### config.mk
export PLATFORM = sky130hd
export DESIGN_NAME = rar_alias_remap
export DESIGN_NICKNAME = d
export VERILOG_FILES = /design/src/inc/rar_pkg.sv /design/src/rar_slot_match.sv /design/src/rar_alias_remap.sv
export SDC_FILE = /design/constraint.sdc
export NUM_CORES = 1
export LEC_CHECK = 0
export ABC_AREA = 0
export BUFFER_PORTS_ARGS = -buffer_cell sky130_fd_sc_hd__buf_4
export CAP_MARGIN = 20
export CELL_PAD_IN_SITES_DETAIL_PLACEMENT = 1
export CELL_PAD_IN_SITES_GLOBAL_PLACEMENT = 2
export CORE_ASPECT_RATIO = 1.2
export CORE_MARGIN = 1.5
export CORE_UTILIZATION = 25
export DETAILED_ROUTE_END_ITERATION = 10
export GPL_TIMING_DRIVEN = 1
export PLACE_DENSITY = 0.47
export SYNTH_ARGS = -nofsm -noshare
export SYNTH_HDL_FRONTEND = slang
export SYNTH_HIERARCHICAL = 1
export SYNTH_SLANG_ARGS = --single-unit
### constraint.sdc
create_clock -name sys_clk -period 7.73 [get_ports sys_clk]
set_clock_uncertainty 0.2 [all_clocks]
set_input_delay 1.546 -clock sys_clk [delete_from_list [all_inputs] [get_ports sys_clk]]
set_output_delay 1.546 -clock sys_clk [all_outputs]
set_load 0.01 [all_outputs]
### src/inc/rar_pkg.sv
// constants for the per-port i2c alias remap block
package rar_pkg;
   localparam int RAR_NUM_PORTS = 4;
   localparam int RAR_NUM_SLOTS = 8;
   localparam logic [7:0] RAR_PHYS_BASE = 8'h5d;
   localparam logic [7:0] RAR_ALIAS_BASE = 8'h65;
   localparam logic [7:0] RAR_REMOTE_TARGET_ADDR_6 = 8'h63;
   localparam logic [7:0] RAR_REMOTE_TARGET_ADDR_7 = 8'h64;
   localparam logic [7:0] RAR_LOCAL_ALIAS_ADDR_0 = 8'h65;
   localparam logic [7:0] RAR_LOCAL_ALIAS_ADDR_1 = 8'h66;
   localparam int RAR_ADDR_MSB = 7;
   localparam int RAR_ADDR_LSB = 1;
   localparam int RAR_AUTO_ACK_BIT = 0;
   localparam int RAR_RW_BIT = 0;
   localparam logic [7:0] RAR_ALIAS_RESET = 8'h00;
   localparam logic [6:0] RAR_PHYS_RESET = 7'h00;
   localparam logic [7:0] RAR_UNMAPPED_READ = 8'h00;
endpackage

### src/rar_slot_match.sv
// alias comparator over all port and slot entries, lowest entry wins
module rar_slot_match #(
   parameter int NUM_ENTRIES = 32,
   parameter int ENTRY_W = 5
) (
   // programmed aliases, entry k in bits 7k+6:7k
   input wire logic [NUM_ENTRIES*7-1:0] alias_flat,
   // incoming 7-bit address
   input wire logic [6:0] probe,
   // result
   output logic hit,
   output logic [ENTRY_W-1:0] idx
);
   if (NUM_ENTRIES < 1 || (1 << ENTRY_W) < NUM_ENTRIES) begin : g_chk
      $error("entry index too narrow for the entry count");
   end

   always_comb begin
      hit = 1'b0;
      idx = '0;
      for (int k = NUM_ENTRIES - 1; k >= 0; k--) begin
         // a zero alias never matches
         if (alias_flat[k*7 +: 7] != 7'h00 && alias_flat[k*7 +: 7] == probe) begin
            hit = 1'b1;
            idx = ENTRY_W'(k);
         end
      end
   end
endmodule // rar_slot_match

### src/rar_alias_remap.sv
// per-receive-port i2c alias match and target address substitution
// How it works
// - register reads and writes land in the copy of the receive port chosen by port_sel.
// - a matching address has its 7 bits replaced by the paired target address before forwarding.
// - every incoming address is compared against each programmed 7-bit alias in bits 7:1.
// - an alias of zero matches nothing and so forwards nothing.
// - with auto-ack bit 0 set, every write to that target is acknowledged locally at once.
// - alias slot n pairs only with target slot n of the same port.
// - all alias and target fields are zero after reset.
// - bit 0 of each target register reads zero and ignores writes.
// - alias slots follow one another at consecutive offsets from the slot-0 alias register.
module rar_alias_remap
#(
   parameter int NUM_PORTS = rar_pkg::RAR_NUM_PORTS,
   parameter int NUM_SLOTS = rar_pkg::RAR_NUM_SLOTS
) (
   // clock and reset
   input wire logic sys_clk,
   input wire logic rst,
   // register access from the local i2c target
   input wire logic [$clog2(NUM_PORTS)-1:0] port_sel,
   input wire logic reg_wr_en,
   input wire logic reg_rd_en,
   input wire logic [7:0] reg_addr,
   input wire logic [7:0] reg_wdata,
   output logic [7:0] reg_rdata_ff,
   // local transaction stream
   input wire logic addr_valid,
   input wire logic [7:0] addr_byte,
   input wire logic data_valid,
   input wire logic [7:0] data_byte,
   input wire logic txn_stop,
   // acknowledge from the serializer
   input wire logic remote_ack_valid,
   input wire logic remote_ack,
   // forwarded stream to the control channel
   output logic fwd_addr_valid_ff,
   output logic [7:0] fwd_addr_ff,
   output logic [$clog2(NUM_PORTS)-1:0] fwd_port_ff,
   output logic fwd_data_valid_ff,
   output logic [7:0] fwd_data_ff,
   output logic miss_ff,
   // acknowledge back to the local controller
   output logic local_ack_valid_ff,
   output logic local_ack_ff,
   output logic txn_active_ff
);
   import rar_pkg::*;

   localparam int PORT_W = $clog2(NUM_PORTS);
   localparam int SLOT_W = $clog2(NUM_SLOTS);
   localparam int ENTRIES = NUM_PORTS * NUM_SLOTS;
   localparam int ENTRY_W = PORT_W + SLOT_W;

   // the target window must end below the alias window
   if (NUM_PORTS < 2 || (NUM_PORTS & (NUM_PORTS - 1)) != 0 ||
       NUM_SLOTS < 2 || (NUM_SLOTS & (NUM_SLOTS - 1)) != 0 ||
       NUM_SLOTS > int'(RAR_ALIAS_BASE - RAR_PHYS_BASE)) begin : g_chk
      $error("port and slot counts must be powers of two, slot windows must not overlap");
   end

   logic [7:0] alias_ff [NUM_PORTS][NUM_SLOTS];
   logic [6:0] phys_ff [NUM_PORTS][NUM_SLOTS];
   logic auto_write_ff;

   // register window decode
   function automatic logic slot_hit(input logic [7:0] a, input logic [7:0] base);
      logic [7:0] diff;
      diff = 8'(a - base);
      return diff < 8'(NUM_SLOTS);
   endfunction

   function automatic logic [SLOT_W-1:0] slot_idx(input logic [7:0] a, input logic [7:0] base);
      logic [7:0] diff;
      diff = 8'(a - base);
      return diff[SLOT_W-1:0];
   endfunction

   logic wr_alias_hit, wr_phys_hit;
   logic [SLOT_W-1:0] alias_sel, phys_sel;

   always_comb begin
      wr_alias_hit = slot_hit(reg_addr, RAR_ALIAS_BASE);
      wr_phys_hit = slot_hit(reg_addr, RAR_PHYS_BASE);
      alias_sel = slot_idx(reg_addr, RAR_ALIAS_BASE);
      phys_sel = slot_idx(reg_addr, RAR_PHYS_BASE);
   end

   // register storage, one copy per receive port
   always_ff @(posedge sys_clk) begin
      if (rst) begin
         for (int p = 0; p < NUM_PORTS; p++) begin
            for (int s = 0; s < NUM_SLOTS; s++) begin
               alias_ff[p][s] <= RAR_ALIAS_RESET;
               phys_ff[p][s] <= RAR_PHYS_RESET;
            end
         end
      end else if (reg_wr_en) begin
         if (wr_alias_hit) begin
            alias_ff[port_sel][alias_sel] <= reg_wdata;
         end
         if (wr_phys_hit) begin
            // bit 0 is not stored
            phys_ff[port_sel][phys_sel] <= reg_wdata[RAR_ADDR_MSB:RAR_ADDR_LSB];
         end
      end
   end

   logic [7:0] rd_value;

   always_comb begin
      rd_value = RAR_UNMAPPED_READ;
      if (wr_alias_hit) begin
         rd_value = alias_ff[port_sel][alias_sel];
      end else if (wr_phys_hit) begin
         rd_value = {phys_ff[port_sel][phys_sel], 1'b0};
      end
   end

   always_ff @(posedge sys_clk) begin
      if (rst) begin
         reg_rdata_ff <= 8'h00;
      end else if (reg_rd_en) begin
         reg_rdata_ff <= rd_value;
      end
   end

   // alias compare across all ports and slots
   logic [ENTRIES*7-1:0] alias_flat;
   logic match_hit;
   logic [ENTRY_W-1:0] match_idx;
   logic [PORT_W-1:0] hit_port;
   logic [SLOT_W-1:0] hit_slot;
   logic [6:0] hit_phys;
   logic hit_auto;

   always_comb begin
      alias_flat = '0;
      for (int p = 0; p < NUM_PORTS; p++) begin
         for (int s = 0; s < NUM_SLOTS; s++) begin
            alias_flat[(p*NUM_SLOTS + s)*7 +: 7] = alias_ff[p][s][RAR_ADDR_MSB:RAR_ADDR_LSB];
         end
      end
   end

   rar_slot_match #(
      .NUM_ENTRIES(ENTRIES),
      .ENTRY_W(ENTRY_W)
   ) u_match (
      .alias_flat(alias_flat),
      .probe(addr_byte[RAR_ADDR_MSB:RAR_ADDR_LSB]),
      .hit(match_hit),
      .idx(match_idx)
   );

   always_comb begin
      hit_port = match_idx[ENTRY_W-1:SLOT_W];
      hit_slot = match_idx[SLOT_W-1:0];
      hit_phys = phys_ff[hit_port][hit_slot];
      hit_auto = alias_ff[hit_port][hit_slot][RAR_AUTO_ACK_BIT];
   end

   logic new_hit, new_auto_write;

   always_comb begin
      new_hit = addr_valid && match_hit;
      new_auto_write = new_hit && hit_auto && !addr_byte[RAR_RW_BIT];
   end

   // address forwarding with substitution
   always_ff @(posedge sys_clk) begin
      if (rst) begin
         fwd_addr_valid_ff <= 1'b0;
         fwd_addr_ff <= 8'h00;
         fwd_port_ff <= '0;
         miss_ff <= 1'b0;
      end else begin
         fwd_addr_valid_ff <= new_hit;
         miss_ff <= addr_valid && !match_hit;
         if (new_hit) begin
            fwd_addr_ff <= {hit_phys, addr_byte[RAR_RW_BIT]};
            fwd_port_ff <= hit_port;
         end
      end
   end

   // transaction tracking
   always_ff @(posedge sys_clk) begin
      if (rst) begin
         txn_active_ff <= 1'b0;
         auto_write_ff <= 1'b0;
      end else if (addr_valid) begin
         txn_active_ff <= match_hit;
         auto_write_ff <= new_auto_write;
      end else if (txn_stop) begin
         txn_active_ff <= 1'b0;
         auto_write_ff <= 1'b0;
      end
   end

   // data passes untouched
   always_ff @(posedge sys_clk) begin
      if (rst) begin
         fwd_data_valid_ff <= 1'b0;
         fwd_data_ff <= 8'h00;
      end else begin
         fwd_data_valid_ff <= data_valid && txn_active_ff;
         if (data_valid && txn_active_ff) begin
            fwd_data_ff <= data_byte;
         end
      end
   end

   // local acknowledge: immediate for auto writes, else from the serializer
   always_ff @(posedge sys_clk) begin
      if (rst) begin
         local_ack_valid_ff <= 1'b0;
         local_ack_ff <= 1'b0;
      end else if (new_auto_write || (data_valid && txn_active_ff && auto_write_ff)) begin
         local_ack_valid_ff <= 1'b1;
         local_ack_ff <= 1'b1;
      end else if (remote_ack_valid && txn_active_ff && !auto_write_ff) begin
         local_ack_valid_ff <= 1'b1;
         local_ack_ff <= remote_ack;
      end else begin
         local_ack_valid_ff <= 1'b0;
         local_ack_ff <= 1'b0;
      end
   end

   chk_zero_never_hits: assert property (@(posedge sys_clk) disable iff (rst)
      match_hit |-> alias_ff[hit_port][hit_slot][RAR_ADDR_MSB:RAR_ADDR_LSB] != 7'h00)
      else $error("zero alias reported a match");

   chk_hit_substitutes: assert property (@(posedge sys_clk) disable iff (rst)
      new_hit |=> fwd_addr_valid_ff && fwd_addr_ff[7:1] == $past(hit_phys)
         && fwd_port_ff == $past(hit_port))
      else $error("forwarded address is not the paired target");

   chk_dir_kept: assert property (@(posedge sys_clk) disable iff (rst)
      new_hit |=> fwd_addr_ff[0] == $past(addr_byte[0]))
      else $error("direction bit changed");

   chk_miss_no_fwd: assert property (@(posedge sys_clk) disable iff (rst)
      addr_valid && !match_hit |=> !fwd_addr_valid_ff && miss_ff && !txn_active_ff)
      else $error("unmatched address was forwarded");

   chk_data_kept: assert property (@(posedge sys_clk) disable iff (rst)
      data_valid && txn_active_ff |=> fwd_data_valid_ff && fwd_data_ff == $past(data_byte))
      else $error("data byte not passed unchanged");

   chk_auto_ack_write: assert property (@(posedge sys_clk) disable iff (rst)
      (new_auto_write || (data_valid && txn_active_ff && auto_write_ff))
         |=> local_ack_valid_ff && local_ack_ff)
      else $error("auto write not acknowledged");

   chk_phys_bit0: assert property (@(posedge sys_clk) disable iff (rst)
      reg_rd_en && wr_phys_hit && !wr_alias_hit |=> reg_rdata_ff[0] == 1'b0)
      else $error("reserved bit read as one");

   chk_reset_clears: assert property (@(posedge sys_clk)
      rst |=> alias_ff[0][0] == RAR_ALIAS_RESET && phys_ff[NUM_PORTS-1][NUM_SLOTS-1] == 7'h00
         && !fwd_addr_valid_ff && !txn_active_ff)
      else $error("state not cleared by reset");

   chk_port_copy: assert property (@(posedge sys_clk) disable iff (rst)
      reg_wr_en && wr_alias_hit ##1 !reg_wr_en ##1 reg_rd_en && !reg_wr_en
         && reg_addr == $past(reg_addr, 2) && port_sel == $past(port_sel, 2)
         |=> reg_rdata_ff == $past(reg_wdata, 3))
      else $error("alias write not read back from the selected port");

   // register side, forwarded address hold, acknowledge path and transaction close
   chk_slot_window: assert property (@(posedge sys_clk) disable iff (rst)
      wr_alias_hit |-> !wr_phys_hit)
      else $error("alias and target windows overlap");

   chk_unmapped_zero: assert property (@(posedge sys_clk) disable iff (rst)
      reg_rd_en && !wr_alias_hit && !wr_phys_hit |=> reg_rdata_ff == RAR_UNMAPPED_READ)
      else $error("unmapped offset did not read zero");

   chk_rdata_holds: assert property (@(posedge sys_clk) disable iff (rst)
      !reg_rd_en |=> $stable(reg_rdata_ff))
      else $error("read data changed without a read");

   chk_fwd_holds: assert property (@(posedge sys_clk) disable iff (rst)
      !new_hit |=> $stable(fwd_addr_ff) && $stable(fwd_port_ff))
      else $error("forwarded address changed without a hit");

   chk_auto_ignores_remote: assert property (@(posedge sys_clk) disable iff (rst)
      txn_active_ff && auto_write_ff && !addr_valid && !data_valid |=> !local_ack_valid_ff)
      else $error("remote answer leaked into an auto write");

   chk_remote_ack_passes: assert property (@(posedge sys_clk) disable iff (rst)
      remote_ack_valid && txn_active_ff && !auto_write_ff && !new_auto_write
         |=> local_ack_valid_ff && local_ack_ff == $past(remote_ack))
      else $error("remote answer not passed to the local side");

   chk_ack_quiet: assert property (@(posedge sys_clk) disable iff (rst)
      !addr_valid && !data_valid && !remote_ack_valid |=> !local_ack_valid_ff && !local_ack_ff)
      else $error("acknowledge without a cause");

   chk_stop_closes: assert property (@(posedge sys_clk) disable iff (rst)
      txn_stop && !addr_valid |=> !txn_active_ff && !auto_write_ff)
      else $error("stop did not close the transaction");
endmodule // rar_alias_remap

Word-level counts from Yosys, hierarchy flattened
Memories as Yosys holds them, arrays and structs flattened.
Cells that the tools add are included.

cells by class
  equal/unequal tests = 32
  magnitude comparators = 7
  muxes and demuxes = 105
  reduce and logical (&&, ||, !) cells = 81
  bitwise gates (word level) = 3
  add/sub/neg operators = 2

operators by type and width
  kind                                                                  count
  7-bit == test                                                         32
  7-bit nonzero test                                                    32
  64-bit two-way mux                                                    3
  56-bit two-way mux                                                    3
  5-bit two-way mux                                                     32
  64-bit OR reduction                                                   1
  56-bit OR reduction                                                   1
  1-bit two-way mux                                                     49
  8-bit binary-select mux with 3-bit select                             2
  7-bit binary-select mux with 3-bit select                             2
  1-bit logical AND                                                     42
  8-bit two-way mux                                                     5
  7-bit two-way mux                                                     5
  8-bit demux with 3-bit select                                         1
  7-bit demux with 3-bit select                                         1
  8-bit by 4-bit < comparator with 1-bit output, second input constant  2
  8-bit by 7-bit subtractor with 8-bit output, second input constant    2
  4-bit >= comparator, second input constant                            3
  3-bit inverter with 4-bit output                                      3
  4-bit by 1-bit < comparator with 1-bit output, second input constant  2
  2-bit two-way mux                                                     2
  1-bit logical NOT                                                     3
  2-bit nonzero test                                                    1
  1-bit logical OR                                                      1

storage, ports and cells
  memories = 2
  RAM bits = 480
  output and inout port bits = 32
  register bits = 33

memories
  name      words  bits a word  read ports  clocked after Yosys merged registers in  write ports  RTL line               source
  alias_ff  4      64           6           0                                        4            rar_alias_remap.sv:62  logic [7:0] alias_ff [NUM_PORTS][NUM_SLOTS];
  phys_ff   4      56           2           0                                        4            rar_alias_remap.sv:63  logic [6:0] phys_ff [NUM_PORTS][NUM_SLOTS];

Longest topological paths before layout
Gate-level depths: netlist (run 1).

  word-level depth = 42
  depth in mapped cells = 20
  depth with buffers taken out = 14

Hierarchy
Netlist (run 1), hierarchy kept.

modules (own cells, without submodules)
  module           area each (µm²)  instances  seq. area each (µm²)  cells an instance
  rar_alias_remap  25253.0          1          15074.5               1701
  rar_slot_match   3587.2           1          0.0                   484

Worst setup path before layout (run 1)
Ideal clock, no wire load.

  kind = in2reg
  start = input port addr_byte[2]
  end = register local_ack_ff
  path slack = 2382 ps
  library setup time = 74 ps
  required time = 7456 ps
  stages = 18
  data arrival time = 5074 ps
  cells stage by stage = buf_2 buf_6 buf_6 buf_2 xnor2_1 nand4_1 a2111o_1 o211a_1 o211a_1 a211o_1 a221oi_2 buf_2 mux4_2 mux2i_1 nand3b_1 o211ai_1 or4_1 a31oi_1

between the ends
  cells in the longest elaborated chain, start to end = 42
  elaborated cells on any way between the ends = 138

ends and longest elaborated chain
  item                                                      RTL line                source
  start, declared                                           rar_alias_remap.sv:29   input wire logic [7:0] addr_byte,
  7-bit == test                                             rar_slot_match.sv:23    if (alias_flat[k*7 +: 7] != 7'h00 && alias_flat[k*7 +: 7] == probe) begin
  1-bit logical AND                                         rar_slot_match.sv:23
  5-bit two-way mux (31 in a row)                           rar_slot_match.sv:23
  5-bit two-way mux *                                       rar_slot_match.sv:23
  net match_idx[0]                                          rar_alias_remap.sv:131  logic [ENTRY_W-1:0] match_idx;
  3-bit inverter with 4-bit output (not written as such) *  rar_alias_remap.sv:160  hit_auto = alias_ff[hit_port][hit_slot][RAR_AUTO_ACK_BIT];
  8-bit binary-select mux with 3-bit select *               rar_alias_remap.sv:160
  1-bit two-way mux (not written as such) * (2 in a row)    rar_alias_remap.sv:160
  1-bit logical AND * (2 in a row)                          rar_alias_remap.sv:167  new_auto_write = new_hit && hit_auto && !addr_byte[RAR_RW_BIT];
  1-bit logical OR *                                        rar_alias_remap.sv:219  end else if (new_auto_write || (data_valid && txn_active_ff && auto_write_ff)) begin
  1-bit two-way mux *                                       rar_alias_remap.sv:219
  end signal, assigned                                      rar_alias_remap.sv:224  local_ack_ff <= remote_ack;
  end, declared                                             rar_alias_remap.sv:45   output logic local_ack_ff,

Mark *: on every way through the listed nets, which the timed path passes. The rest lies on a longest branch. The select of a mux whose other input is x is not followed.
A chain may end at the register's enable or synchronous reset.

Worst setup path in the final report (run 1)
Same ends and word-level chain as after synthesis.

==> run_results.csv, run 1 <==
group,metric,value,unit
critical_path,crit_required,8.06,ns
sta,finalHoldViolations,0,
clocking,cts_setup_buffers,0,
placed_design,hpwlAfterDp,79.1,mm
power,power_density,222,nW/um2
sta,finalCriticalPeriod,5.94,ns
hold_path,worstHoldStart,"fwd_data_ff[4]",
synth,synthTopCellsByCount,"484 x and2_1, 480 x edfxtp_1, 191 x mux4_2",
critical_path,cp_data_arrival_time,6.28,ns
global_route,overflow,0,
clocking,tritoncts,"yes",
sta,period_share,76.9,%
hold_path,hold_path_depth,2,
route,first_iter_violations,1124,
sta,rsz0062_at_grt,"false",
sta,fmax,0.168,GHz
route,drtPass1Iterations,7,
layout,multi_input_area,13000,um2
critical_path,critPathTopFamily,"compound AO/OA/AOI/OAI gates",
power,finalPower,0.00733,W
global_route,groute.usage.overall,19.5,%
synth,yosysSeqAreaShare,52.3,%
placed_design,postPlaceCellArea,31000,um2
sta,slew_headroom,25.4,%
synth,async_flop_share,0,%
hold_path,hold_path_class,"register to register",
floorplan,die_height,375,um
synth,synth_top_area_share,50.0,%
synth,yosysWarnings,6,
synth,synth_edf_count,480,
synth,synthTopCellsByArea,"edfxtp_1 50%, mux4_2 15%, and2_1 10%",
critical_path,worst_setup_path_start_kind,"input pin",
critical_path,path_common_cell,"buf_4",
placed_design,portBuffers,74,
sta,slew_violations,0,
global_route,antenna_found_initial,4,
synth,synth.cell_area,28800,um2
critical_path,path_class,"input pin to register",
clocking,cts_resized,0,
placed_design,dpl.cell_count,3671,
synth,syn_nets,2229,
critical_path,rrSetupSlack,2.67,ns
route,ant_nets,0,
route,vias_per_cell,4.96,
route,drt_wl_total,115,mm
clocking,htree_levels,2,
critical_path,endpoint_kind,"register",
layout,fin_cells,3784,
global_route,grt_start_max_net_pins,75,
critical_path,path_cells,"buf_4 > xor2_1 > a2111oi_2 > nor4_1 > or4b_1 > o211a_1 > a211o_1 > a221oi_4 > buf_4 > mux4_2 > mux2i_1 > nand2_1 > o211ai_1 > or4_1 > a31oi_1",
floorplan,coreArea,115000,um2
route,drc_errors,0,
layout,ff_latch_area,15100,um2
power,leakage,10.9,nW
clocking,cts_buffer_depth,3,
layout,fill_cells,12206,
sta,setup_viol,0,
sta,worstMarginPinSlew,1.12,ns
global_route,grt_pass1_wl,162,mm
critical_path,cp_max_fo,32,
critical_path,reg2reg_to,"local_ack_ff",
floorplan,row_count,136,
sta,fin_setup_tns,0,ns
route,vias,18783,
flow_run,drv_cap,0,
status,status,"finished clean",
critical_path,r2r_cells,15,
route,wl_per_cell,30.5,um
critical_path,critPathMaxStageDelay,0.72,ns
floorplan,die_area,117000,um2
layout,area_growth,14.5,%
layout,finalNetCount,2260,
placed_design,gp_congestion,0.830,
synth,synth_most_common_cell,"and2_1",
power,max-vdd-ir-drop,0.148,mV
critical_path,worst_r2r_startpoint,"alias_ff[2][2]",
clocking,postCtsHoldBufs,0,
synth,synth_seq_cells,513,
synth,syn_inst,2185,
hold_path,worst_hold_path.endpoint,"fwd_data_ff[4]",
critical_path,path_buf_inv,2,
clocking,numClockSinks,513,
clocking,clk_pin_slew,0.06,ns
clocking,clock_latency,0.68,ns
clocking,cts_buffers,60,
floorplan,start_util,25.2,%
synth,yosys_most_used_dff,"edfxtp_1",
layout,stdcell_area,33000,um2
synth,synth_area_leader_cell,"edfxtp_1",
synth,yosysUniqueCellTypes,61,
floorplan,ioPinCount,75,
global_route,grt_pass1_vias,20014,
floorplan,die_w,313,um
clocking,cts_root_buffer,"clkbuf_16",
critical_path,slowest_stage,"a2111oi_2",
layout,drive_above_1_share,22.0,%
synth,postSynthAreaPerCell,13.2,um2
## per-stage QoR
| stage | util (%) | hold slack (ns) | setup slack, ns |
|---|---|---|---|
| after detailed placement | 27.1 | 0.257 | 0.979 |
| after floorplan | - | 0.252 | 2.38 |
| final | 28.8 | 0.261 | 1.79 |
| after CTS | 28.8 | 0.266 | 1.71 |
| after global placement | 27.1 | 0.244 | 0.774 |
| after global routing | 28.8 | 0.286 | 1.62 |
## cell usage in the layout, fill, tap and decap left out, types with 9 or more instances in the layout
cell type / count
and2_1: 484
edfxtp_1: 480
mux4_2: 191
xnor2_1: 126
buf_4: 118
nor2_1: 113
nand2_1: 90
xor2_1: 70
or2_2: 65
clkbuf_16: 60
a211o_1: 38
nor4_1: 35
nand4_1: 34
dfxtp_1: 33
o22ai_1: 28
mux2i_1: 17
a2111oi_0: 17
nand3_1: 16
nor2_2: 16
a22oi_1: 16
a21oi_1: 15
clkinv_1: 14
nor3_1: 11
a31oi_1: 11
clkbuf_1: 11
nor2b_1: 10
or4_1: 10
o2111ai_1: 10
bufinv_16: 10
a22o_1: 9
## worst max-delay path by stage
stage,from,endpoint,cells past startpoint
after floorplan,addr_byte[2],local_ack_ff,18
after global placement,addr_byte[3],fwd_addr_ff[6],14
after detailed placement,addr_byte[6],local_ack_ff,17
after CTS,addr_byte[6],local_ack_ff,17
after global routing,addr_byte[2],local_ack_ff,15
final,addr_byte[2],local_ack_ff,15
## worst reg2reg max path: stages (launching register included)
cell and delay [ns]:
edfxtp_1 0.42, nor4_1 0.09, a211o_1 0.32, a2111oi_2 0.66, nor4_1 0.12, or4b_1 0.51
o211a_1 0.22, a211o_1 0.29, a221oi_4 0.25, buf_4 0.43, mux4_2 0.39, mux2i_1 0.16
nand2_1 0.08, o211ai_1 0.49, or4_1 0.24, a31oi_1 0.08
## kinds of logic (layout without fill, tap and decap cells)
family          count (synthesis)  count (layout)  share of synthesized area (%)
fa+ha+maj                       1               1                         0.0434
xor+xnor                      196             196                           5.95
buf+inv                       162             241                           2.75
mux                           210             210                           15.6
flops                         513             513                           52.3
compound gates                189             189                           5.28
simple gates                  914             914                           18.1
other cells                     0               2                              0
## layer usage
metal | GRT usage [%] | part of all wire (%) | vias up
li1 | - | - | 8252
met1 | 24.6 | 43 | 10072
met2 | 35.5 | 52 | 343
met3 | 2.06 | 2.7 | 116
met4 | 4.58 | 2.3 | 0
met5 | 0 | 0 | -
## layout make-up
type / instances / area share (%)
Inverter: 5 / 0.0568
Clock inverter: 39 / 1.38
Timing Repair Buffer: 126 / 3.07
Clock buffer: 71 / 4.67
Antenna cell: 2 / 0.0152
Sequential cell: 513 / 45.7
Multi-Input combinational cell: 1510 / 39.4
Tap cell: 1518 / 5.75
## where the power goes
part	internal (W)	switching (W)	total, W	leakage, nW
registers	0.00317	0.000137	0.00331	4.82
clock network	0.00175	0.00126	0.00301	0.963
logic	0.000409	0.000601	0.00101	5.10
## registers in the layout (all words and copies together) (netlist names), 2 cells and up
register      count
fwd_addr_ff       8
alias_ff        256
fwd_port_ff       2
fwd_data_ff       8
reg_rdata_ff      8
phys_ff         224
Power figures use the tool's default switching activity.
==> run 2: changes to the inputs <==
- clock period: 7.73 -> 6 ns (I/O delays scaled with it)
==> run 2 against run 1 <==
Net effect:
- register-to-register slack lost 1.7 ns
- wire length grew 1.7%
- combinational power grew 37%
- critical path depth grew 3
- critical endpoint is now local_ack_valid_ff
==> run_results.csv, run 2 (synthesis results as in run 1) <==
group,metric,value,unit
layout,utilization,29.4,%
clocking,cts_root_buffer,"clkbuf_16",
placed_design,gp_congestion,0.850,
route,vias,19150,
sta,finalHoldViolations,0,
floorplan,start_util,25.2,%
critical_path,worst_setup_path_start_kind,"input pin",
layout,stdcell_area,33700,um2
clocking,tritoncts,"yes",
sta,hold_slack,0.256,ns
power,leakage,11.3,nW
sta,rsz0062_at_grt,"false",
hold_path,hold_path_depth,2,
route,wl_per_cell,30.5,um
global_route,antenna_found_initial,5,
floorplan,ioPinCount,75,
sta,period_share,92.0,%
route,drt_wl_total,117,mm
power,max-vdd-ir-drop,0.154,mV
layout,area_growth,16.8,%
sta,finalCriticalPeriod,5.52,ns
status,status,"finished clean",
critical_path,path_class,"input pin to register",
clocking,htree_levels,3,
global_route,groute.usage.overall,19.9,%
power,power_density,286,nW/um2
critical_path,cp_data_arrival_time,5.80,ns
floorplan,coreArea,115000,um2
clocking,cts_resized,0,
placed_design,portBuffers,74,
layout,layout_common_cells,"484 x and2_1, 480 x edfxtp_1, 191 x mux4_2",
global_route,grt_pass1_vias,20669,
global_route,grt_start_max_net_pins,69,
clocking,cts_buffer_depth,3,
floorplan,die_area,117000,um2
global_route,overflow,0,
floorplan,die_height,375,um
sta,slew_violations,0,
sta,slew_headroom,19.1,%
route,vias_per_cell,4.98,
critical_path,crit_required,6.28,ns
layout,finalNetCount,2320,
clocking,cts_setup_buffers,0,
clocking,clk_pin_slew,0.06,ns
route,ant_nets,0,
critical_path,endpoint_kind,"register",
sta,worstMarginPinSlew,1.18,ns
flow_run,drv_cap,0,
sta,fmax,0.181,GHz
route,drtPass1Iterations,5,
placed_design,postPlaceCellArea,31600,um2
placed_design,hpwlAfterDp,82.8,mm
layout,largest_reg_flops,256,
global_route,grt_pass1_wl,165,mm
layout,reg.largest.list,"alias_ff (256), phys_ff (224)",
floorplan,row_count,136,
clocking,cts_buffers,67,
hold_path,hold_path_class,"register to register",
clocking,numClockSinks,513,
layout,final_common_cell,"and2_1",
route,drc_errors,0,
layout,regMostFlops,"alias_ff",
clocking,postCtsHoldBufs,0,
clocking,clock_latency,0.65,ns
layout,drive_above_1_share,24.1,%
route,first_iter_violations,1294,
critical_path,cp_max_fo,48,
critical_path,r2r_cells,17,
floorplan,die_w,313,um
sta,setup_viol,0,
## run 2: cell types whose count changed in the layout (fill, tap and decap cells not counted), sizes merged
| cell | delta |
|---|---|
| clkinv | +6 |
| inv | +2 |
| buf | +54 |
| clkbuf | +11 |
| clkinvlp | -1 |
| dlymetal6s2s | -1 |
| bufinv | -6 |
| clkdlybuf4s18 | -1 |
| diode | -1 |
## run 2: routing by layer
metal,wire length [um],vias up,global-route usage [%]
met4,3560,0,6.64
met5,0,-,0
met3,4230,128,2.23
met2,60700,454,35.7
li1,-,8373,-
met1,48900,10195,24.7
## run 2: critical path, stage by stage
cell and delay [ns]:
buf_4 0.20, buf_12 0.22, a211o_1 0.31, a2111oi_0 0.99
buf_4 0.29, nor4b_1 0.09, nand2_1 0.07, nand3_1 0.13
a21oi_4 0.23, buf_12 0.19, buf_4 0.18, mux4_2 0.50
mux2i_1 0.14, nand2_1 0.09, o211ai_1 0.48, buf_4 0.20
or4_1 0.14, a31oi_1 0.08
## run 2: cell type report
type	count	area, um2
fill	12227	80800
clock buffer	81	1770
inverter	5	18.8
sequential	513	15100
antenna	1	2.50
timing repair buffer	179	1560
clock inverter	40	342
tap	1518	1900
multi-input combinational	1510	13000
## run 2: path summary, 6_finish.rpt
path / end / startpoint / slack, ns
setup / recovery: local_ack_valid_ff / addr_byte[7] / 0.48
hold / removal: fwd_data_ff[5] / fwd_data_ff[5] / 0.26
setup reg to reg: local_ack_valid_ff / alias_ff[3][25] / 1.00
hold reg to reg: fwd_data_ff[5] / fwd_data_ff[5] / 0.26
## run 2: per-stage QoR
stage               power (W)  setup slack [ns]  instances  TNS, ns
floorplan             0.00506             0.998       2185        0
global placement      0.00574            -0.215       3721   -0.630
detailed placement    0.00575            -0.339       3724    -2.05
CTS                   0.00979             0.338       3845        0
global route          0.00996             0.388       3846        0
finish                0.00965             0.482       3847        0
## run 2: where the power goes
group / switching (W) / leakage [nW] / internal (W) / total [W]
combinational: 0.000795 / 5.40 / 0.000581 / 0.00138
clock: 0.00171 / 1.03 / 0.00229 / 0.00400
sequential: 0.000183 / 4.82 / 0.00409 / 0.00427
total: 0.00269 / 11.3 / 0.00696 / 0.00965
